--- config.mk ---
export PLATFORM = sky130hd
export DESIGN_NAME = sabbe_exec
export DESIGN_NICKNAME = d
export VERILOG_FILES = /design/src/sabbe_pkg.sv /design/src/sabbe_exec.sv
export SDC_FILE = /design/constraint.sdc
export NUM_CORES = 1
export LEC_CHECK = 0
export BUFFER_PORTS_ARGS = -buffer_cell sky130_fd_sc_hd__buf_2
export CAP_MARGIN = 20
export CELL_PAD_IN_SITES_DETAIL_PLACEMENT = 0
export CELL_PAD_IN_SITES_GLOBAL_PLACEMENT = 2
export CORE_UTILIZATION = 33
export CTS_BUF_LIST = sky130_fd_sc_hd__clkbuf_8
export DETAILED_ROUTE_END_ITERATION = 10
export PLACE_DENSITY_LB_ADDON = 0.1
export SLEW_MARGIN = 20
export SYNTH_ARGS = -nofsm -noshare
export SYNTH_HDL_FRONTEND = slang
export SYNTH_SLANG_ARGS = --single-unit
--- constraint.sdc ---
create_clock -name CLK -period 8.95 [get_ports CLK]
set_clock_uncertainty 0.15 [all_clocks]
set_input_delay 0.895 -clock CLK [delete_from_list [all_inputs] [get_ports CLK]]
set_output_delay 0.895 -clock CLK [all_outputs]
set_load 0.01 [all_outputs]
--- src/sabbe_pkg.sv ---
// Shared types and constants for the shift/add/bit/branch execution datapath
package sabbe_pkg;

	// ----------------------------------------
	// Widths
	// ----------------------------------------
	localparam int DATA_W = 8;
	localparam int FADDR_W = 7;
	localparam int BIDX_W = 3;
	localparam int OFS_W = 9;
	localparam int PC_W = 15;

	// ----------------------------------------
	// Field positions and reset values
	// ----------------------------------------
	localparam int MSB_POS = 7;
	localparam int NIB_W = 4;
	localparam logic DEST_W_REG = 1'h0;
	localparam logic DEST_FILE = 1'h1;
	localparam logic [DATA_W-1:0] W_RST = 8'h00;
	localparam logic [PC_W-1:0] PC_RST = 15'h0000;
	localparam logic FLAG_RST = 1'h0;

	// ----------------------------------------
	// Timing counts, in instruction cycles
	// ----------------------------------------
	localparam int TWO_CYCLE_OP = 2;
	localparam logic [PC_W-1:0] PC_STEP = 15'h0001;

	typedef enum logic [2:0] {
		nop_op,
		arith_shift_right_op,
		add_with_carry_op,
		bit_clear_op,
		skip_if_bit_clear_op,
		skip_if_bit_set_op,
		relative_branch_op
	} sabbe_op_t;

	typedef struct packed {
		sabbe_op_t op;
		logic [FADDR_W-1:0] faddr;
		logic [BIDX_W-1:0] bidx;
		logic dest;
		logic [OFS_W-1:0] offset;
	} sabbe_req_t;

	typedef struct packed {
		logic c;
		logic half_carry_flag;
		logic z;
	} sabbe_flags_t;

	typedef struct packed {
		logic we;
		logic [FADDR_W-1:0] addr;
		logic [DATA_W-1:0] wdata;
	} sabbe_fwr_t;

endpackage : sabbe_pkg

--- src/sabbe_exec.sv ---
// Execution datapath for shift, add-with-carry, bit clear, bit test-skip and relative branch
`timescale 1ns/100ps
`default_nettype none

module sabbe_exec
	import sabbe_pkg::*;
(
	input wire logic CLK,
	input wire logic RST_N,
	input wire logic REQ_VALID,
	input wire sabbe_req_t REQ,
	input wire logic [DATA_W-1:0] FILE_RDATA,
	output logic BUSY,
	output logic FLUSH,
	output logic [DATA_W-1:0] W_REG,
	output sabbe_flags_t FLAGS,
	output logic [PC_W-1:0] PC,
	output sabbe_fwr_t FILE_WR
);

	// ----------------------------------------
	// Helpers
	// ----------------------------------------
	function automatic logic bit_of(input logic [DATA_W-1:0] v, input logic [BIDX_W-1:0] idx);
		bit_of = v[idx];
	endfunction : bit_of

	function automatic logic is_zero(input logic [DATA_W-1:0] v);
		is_zero = (v == '0);
	endfunction : is_zero

	typedef enum logic {EXEC, NOP_SLOT} sabbe_state_t;

	sabbe_state_t state_ff;
	logic [DATA_W-1:0] w_ff;
	sabbe_flags_t flags_ff;
	logic [PC_W-1:0] pc_ff;
	sabbe_fwr_t fwr_ff;
	logic flush_ff;

	// ----------------------------------------
	// Operand decode
	// ----------------------------------------
	logic take;
	logic [DATA_W-1:0] asr_res;
	logic [DATA_W:0] add_sum;
	logic [NIB_W:0] add_nib;
	logic [DATA_W-1:0] bcf_res;
	logic test_bit;
	logic skip_now;
	logic [PC_W-1:0] bra_target;
	logic [DATA_W-1:0] nxt_w;
	logic [PC_W-1:0] nxt_pc;

	assign take = REQ_VALID && (state_ff == EXEC);
	assign asr_res = {FILE_RDATA[MSB_POS], FILE_RDATA[MSB_POS:1]};
	assign add_sum = {1'h0, w_ff} + {1'h0, FILE_RDATA}
		+ {{DATA_W{1'h0}}, flags_ff.c};
	assign add_nib = {1'h0, w_ff[NIB_W-1:0]} + {1'h0, FILE_RDATA[NIB_W-1:0]}
		+ {{NIB_W{1'h0}}, flags_ff.c};
	assign bcf_res = FILE_RDATA & ~(8'h01 << REQ.bidx);
	assign test_bit = bit_of(FILE_RDATA, REQ.bidx);
	// Skip taken: clear-test on a 0 bit, set-test on a 1 bit
	assign skip_now = ((REQ.op == skip_if_bit_clear_op) && !test_bit)
		|| ((REQ.op == skip_if_bit_set_op) && test_bit);
	// Offset is relative to the already incremented PC
	assign bra_target = pc_ff + PC_STEP
		+ {{(PC_W-OFS_W){REQ.offset[OFS_W-1]}}, REQ.offset};

	always_comb begin
		nxt_w = w_ff;
		if (take && (REQ.dest == DEST_W_REG)) begin
			case (REQ.op)
				arith_shift_right_op: nxt_w = asr_res;
				add_with_carry_op: nxt_w = add_sum[DATA_W-1:0];
				default: nxt_w = w_ff;
			endcase
		end
	end

	always_comb begin
		nxt_pc = pc_ff;
		if (take) begin
			case (REQ.op)
				relative_branch_op: nxt_pc = bra_target;
				// The discarded instruction's address is stepped over here, its slot runs as a NOP
				skip_if_bit_clear_op, skip_if_bit_set_op:
					nxt_pc = skip_now ? pc_ff + PC_STEP + PC_STEP : pc_ff + PC_STEP;
				default: nxt_pc = pc_ff + PC_STEP;
			endcase
		end
	end

	// ----------------------------------------
	// Cycle sequencing
	// ----------------------------------------
	always_ff @(posedge CLK) begin
		if (!RST_N) begin
			state_ff <= EXEC;
		end else begin
			case (state_ff)
				EXEC: begin
					if (take && (skip_now || REQ.op == relative_branch_op)) begin
						state_ff <= NOP_SLOT;
					end
				end
				NOP_SLOT: state_ff <= EXEC;
				default: state_ff <= EXEC;
			endcase
		end
	end

	always_ff @(posedge CLK) begin
		if (!RST_N) begin
			flush_ff <= 1'h0;
		end else begin
			flush_ff <= take && (skip_now || REQ.op == relative_branch_op);
		end
	end

	// ----------------------------------------
	// Working register and program counter
	// ----------------------------------------
	always_ff @(posedge CLK) begin
		if (!RST_N) begin
			w_ff <= W_RST;
		end else begin
			w_ff <= nxt_w;
		end
	end

	always_ff @(posedge CLK) begin
		if (!RST_N) begin
			pc_ff <= PC_RST;
		end else begin
			pc_ff <= nxt_pc;
		end
	end

	// ----------------------------------------
	// Status flags
	// ----------------------------------------
	always_ff @(posedge CLK) begin
		if (!RST_N) begin
			flags_ff <= '{c: FLAG_RST, half_carry_flag: FLAG_RST, z: FLAG_RST};
		end else if (take) begin
			case (REQ.op)
				arith_shift_right_op: begin
					flags_ff.c <= FILE_RDATA[0];
					flags_ff.z <= is_zero(asr_res);
				end
				add_with_carry_op: begin
					flags_ff.c <= add_sum[DATA_W];
					flags_ff.half_carry_flag <= add_nib[NIB_W];
					flags_ff.z <= is_zero(add_sum[DATA_W-1:0]);
				end
				default: flags_ff <= flags_ff;
			endcase
		end
	end

	// ----------------------------------------
	// File register write-back
	// ----------------------------------------
	always_ff @(posedge CLK) begin
		if (!RST_N) begin
			fwr_ff <= '0;
		end else begin
			fwr_ff.we <= 1'h0;
			fwr_ff.addr <= REQ.faddr;
			fwr_ff.wdata <= fwr_ff.wdata;
			if (take) begin
				case (REQ.op)
					arith_shift_right_op: begin
						fwr_ff.we <= (REQ.dest == DEST_FILE);
						fwr_ff.wdata <= asr_res;
					end
					add_with_carry_op: begin
						fwr_ff.we <= (REQ.dest == DEST_FILE);
						fwr_ff.wdata <= add_sum[DATA_W-1:0];
					end
					bit_clear_op: begin
						fwr_ff.we <= 1'h1;
						fwr_ff.wdata <= bcf_res;
					end
					default: fwr_ff.we <= 1'h0;
				endcase
			end
		end
	end

	assign BUSY = (state_ff == NOP_SLOT);
	assign FLUSH = flush_ff;
	assign W_REG = w_ff;
	assign FLAGS = flags_ff;
	assign PC = pc_ff;
	assign FILE_WR = fwr_ff;
endmodule : sabbe_exec

`default_nettype wire

==> results by group <==
Status
  – Outcome: finished, final reports clean

Timing
  – Unrepaired setup endpoints after global routing: no
  – Setup TNS: 0 ps
  – Normalized max-slew margin: 0.2992
  – Fin. Hold Viols: 0
  – Final Slew Violations: 0
  – Final Cycle Share: 0.4317
  – Slack of the critical path: between 5000 and 6000 ps
  – Fin crit period: ~3900 ps
  – Worst-margin pin slew: roughly 1000 ps
  – Final setup viols: 0
  – Achievable Freq: roughly 260 MHz

Finish
  – Final core occ: 0.3892
  – Area grow syn2layout: 14.51%
  – Layout cell share with drive strength beyond 1: 0.1873
  – Inserted Diodes: 0
  – Fin nets: between 600 and 700
  – Design area: between 4000 and 5000 um^2
  – Final Instance Count excl. Fillers: 709

Global routing
  – Gr usage total: 0.2124
  – First-pass GRT wire length: 20.50 mm
  – GRT overflow: 0
  – Vias in the first global route: approximately 3900
  – Initial antenna violation count: 0
  – Pin count of the biggest net entering global routing: 28

Placed design
  – Placed cell areas: roughly 4300 um^2
  – Placed cells: roughly 700
  – DP HPWL: approximately 10 mm
  – Placement Setup Slack: approximately 5200 ps
  – Final GP Congestion: about 0.79
  – Port bufs: a little under 80

Clock network
  – Post_cts resized: 0
  – CTS Buf Count: 5
  – Setup bufs post-CTS: 0
  – Worst-Skew Late Latency: 310 ps
  – Maximum clock insertion buffer count: 2
  – Clock transition at path regs: roughly 90 ps
  – CTS tree: done
  – Post-CTS Hold Fix Bufs: 0
  – Root buf cell: clkbuf_8
  – Clock sinks: 44
  – H-tree Lvls: 2

Synthesis
  – Post-synthesis sequential area ratio: 0.2260
  – Yosys cell types: 76
  – Yosys Warn Count: 0
  – Post-synth EDFFs: 0
  – Syn_area_per_cell: ~7.7 um^2
  – Gate Count Post-Synth: just over 500
  – Post-synthesis register bit count: 44
  – Post-synth top flop: dfxtp_1
  – Synth Net Count: 572
  – Post-synthesis instance area: approximately 3900 um^2
  – Async SR Flop Fraction: 0

Power
  – VDD IR max: approximately 0.000075 V
  – Clk pwr share: 0.278
  – Leakage: between 1.5 and 2 nW
  – Sequential share of power: 0.384
  – Internal power: around 0.00037 W
  – Sw power: between 0.0002 and 0.00025 W
  – Sw frac: 0.3714
  – Power Density: 131.9 nW/um^2
  – Logic pwr share: 0.339

Floorplan
  – Placement Rows: 39
  – Boundary Pins: 78
  – Die Height: 110.7 um
  – Die W: 110.7 um
  – Core Area: about 11000 um^2
  – Die Area: around 12000 um^2
  – Initial Util: 0.3399

Route
  – 1st-iter DRT viols: around 230
  – Routed vias/inst: 5.795
  – Routed length per instance: roughly 19 um
  – Post-DRT Antenna Nets: 0
  – Via count: around 4000
  – Remaining DRCs: 0
  – TritonRoute pass-1 iters: 5
  – WL final: approximately 13 mm

Setup path
  – Cells along the critical path: ha_1 > and2_2 > nand2_1 > xnor2_1 > ha_1 > a21oi_1 > nor2b_1 > nor4_1 > nor4_1 > or4_1 > a31oi_1 > a31oi_1
  – Setup CP Type: register to register
  – Maximum fanout along the worst path: 13
  – CP Launch Type: register
  – Setup crit end kind: register
  – Data arrival time of the worst path: ~4000 ps
  – Slowest cell on the critical path: dfxtp_1
  – CP required: around 9000 ps
  – Largest stage delay, worst path: between 500 and 600 ps

Flow run
  – MaxCap Viol Count: 0

Worst hold path
  – Hold Path Class: register to register
## area by class of cell
type / instances / area [um^2]
clock buffers: 5 / 68.82
inverters: 21 / 78.83
clock inverters: 3 / 47.55
well taps: 143 / 178.9
flip-flops and latches: 44 / 880.8
fillers: 1206 / 7004
repair buffers: 79 / 400.4
multi-input cells: 414 / 2808
## registers in the layout, summed over array words and instances (netlist names)
| signal | cells |
|---|---|
| FLAGS | 3 |
| FILE_WR | 16 |
| PC | 15 |
| BUSY | 1 |
| W_REG | 8 |
| FLUSH | 1 |
## cell usage after synthesis, types with 4 or more instances
cell type   n  share of area
a41oi_1     8          0.018
nor3_1     11          0.014
o211ai_1    5         0.0096
and2_1      9          0.014
nor2_1     41          0.039
buf_2       7         0.0090
nand2_1    54          0.052
nor4_1      5         0.0080
o21bai_1    6          0.012
mux2i_1     6          0.015
xor2_1      9          0.020
ha_1       26          0.083
nand3_1    19          0.024
nand4_1     9          0.014
o21a_1      7          0.013
inv_1      20          0.019
and3_1      5         0.0080
o21ai_0    36          0.046
a21o_1      7          0.013
a31oi_1    18          0.029
dfxtp_1    44           0.23
xnor2_1    16          0.036
a211oi_1    5         0.0096
clkbuf_1   20          0.019
a21oi_1    35          0.045
nor2b_1     6         0.0096
a221oi_1    4         0.0090
## kinds of logic (layout without fill, tap and decap cells)
| logic type | count (synthesis) | count (layout) | synth area share |
|---|---|---|---|
| muxes | 10 | 10 | 0.03050 |
| DFF | 44 | 44 | 0.2260 |
| xor gates and xnor gates | 29 | 29 | 0.07448 |
| buffers and inverters | 51 | 108 | 0.05425 |
| adders and majority gates | 29 | 29 | 0.09888 |
| AOI/OAI and AO/OA | 167 | 167 | 0.2860 |
| and+or+nand+nor | 179 | 179 | 0.2299 |
## final timing paths
path | start | to | slack (ps) | cells after the start
hold reg to reg | FILE_WR[0] | FILE_WR[0] | 310 | 2
hold / removal | FILE_WR[0] | FILE_WR[0] | 310 | 2
setup reg to reg | PC[0] | PC[12] | 5090 | 12
setup / recovery | PC[0] | PC[12] | 5090 | 12
## critical path: cells and delay by family, from the launching register on
kind                     cells  cell delay [ps]
AND/OR/NAND/NOR              6             1500
adder cells (fa/ha/maj)      2              720
flip-flops                   1              580
AO/OA/AOI/OAI                3              470
XOR/XNOR                     1              330
## routing by layer
layer | GRT usage | vias up | share of wire
met5 | 0 | - | 0
met4 | 0.06489 | 0 | 0.018
met3 | 0.03663 | 19 | 0.055
met2 | 0.3532 | 146 | 0.47
met1 | 0.2799 | 1937 | 0.45
li1 | - | 2007 | -
## per-stage QoR
stage,total power (W),hold WS [ps]
2_1_floorplan,0.0003652,326.2
3_3_place_gp,0.0004278,292.6
3_5_place_dp,0.0004273,296.6
4_1_cts,0.0005939,310.0
5_1_grt,0.0006228,328.6
6_report,0.0005885,306.5
## power by group through the flow
stage / sequential [W] / combinational (W) / clock (W)
floorplan: 0.000227 / 0.000138 / 0
global placement: 0.000230 / 0.000197 / 0
detailed placement: 0.000230 / 0.000197 / 0
CTS: 0.000226 / 0.000198 / 0.000170
global route: 0.000228 / 0.000219 / 0.000175
finish: 0.000226 / 0.000199 / 0.000163
## cell usage in the layout, fill, tap and decap left out, types with 3 or more instances in the layout
cell type   n
buf_2      77
nand2_1    54
dfxtp_1    44
nor2_1     40
o21ai_0    36
a21oi_1    35
ha_1       26
inv_1      20
nand3_1    19
a31oi_1    18
xnor2_1    16
nor3_1     11
xor2_1      9
nand4_1     9
and2_1      9
a41oi_1     8
o21a_1      7
a21o_1      7
mux2i_1     6
nor2b_1     6
o21bai_1    6
and3_1      5
nor4_1      5
a211oi_1    5
o211ai_1    5
clkbuf_8    5
a221oi_1    4
nand2b_1    3
a2111oi_0   3
o31ai_1     3
o311ai_0    3
o2111ai_1   3
a311oi_1    3
fa_1        3
Power figures use the tool's default switching activity.
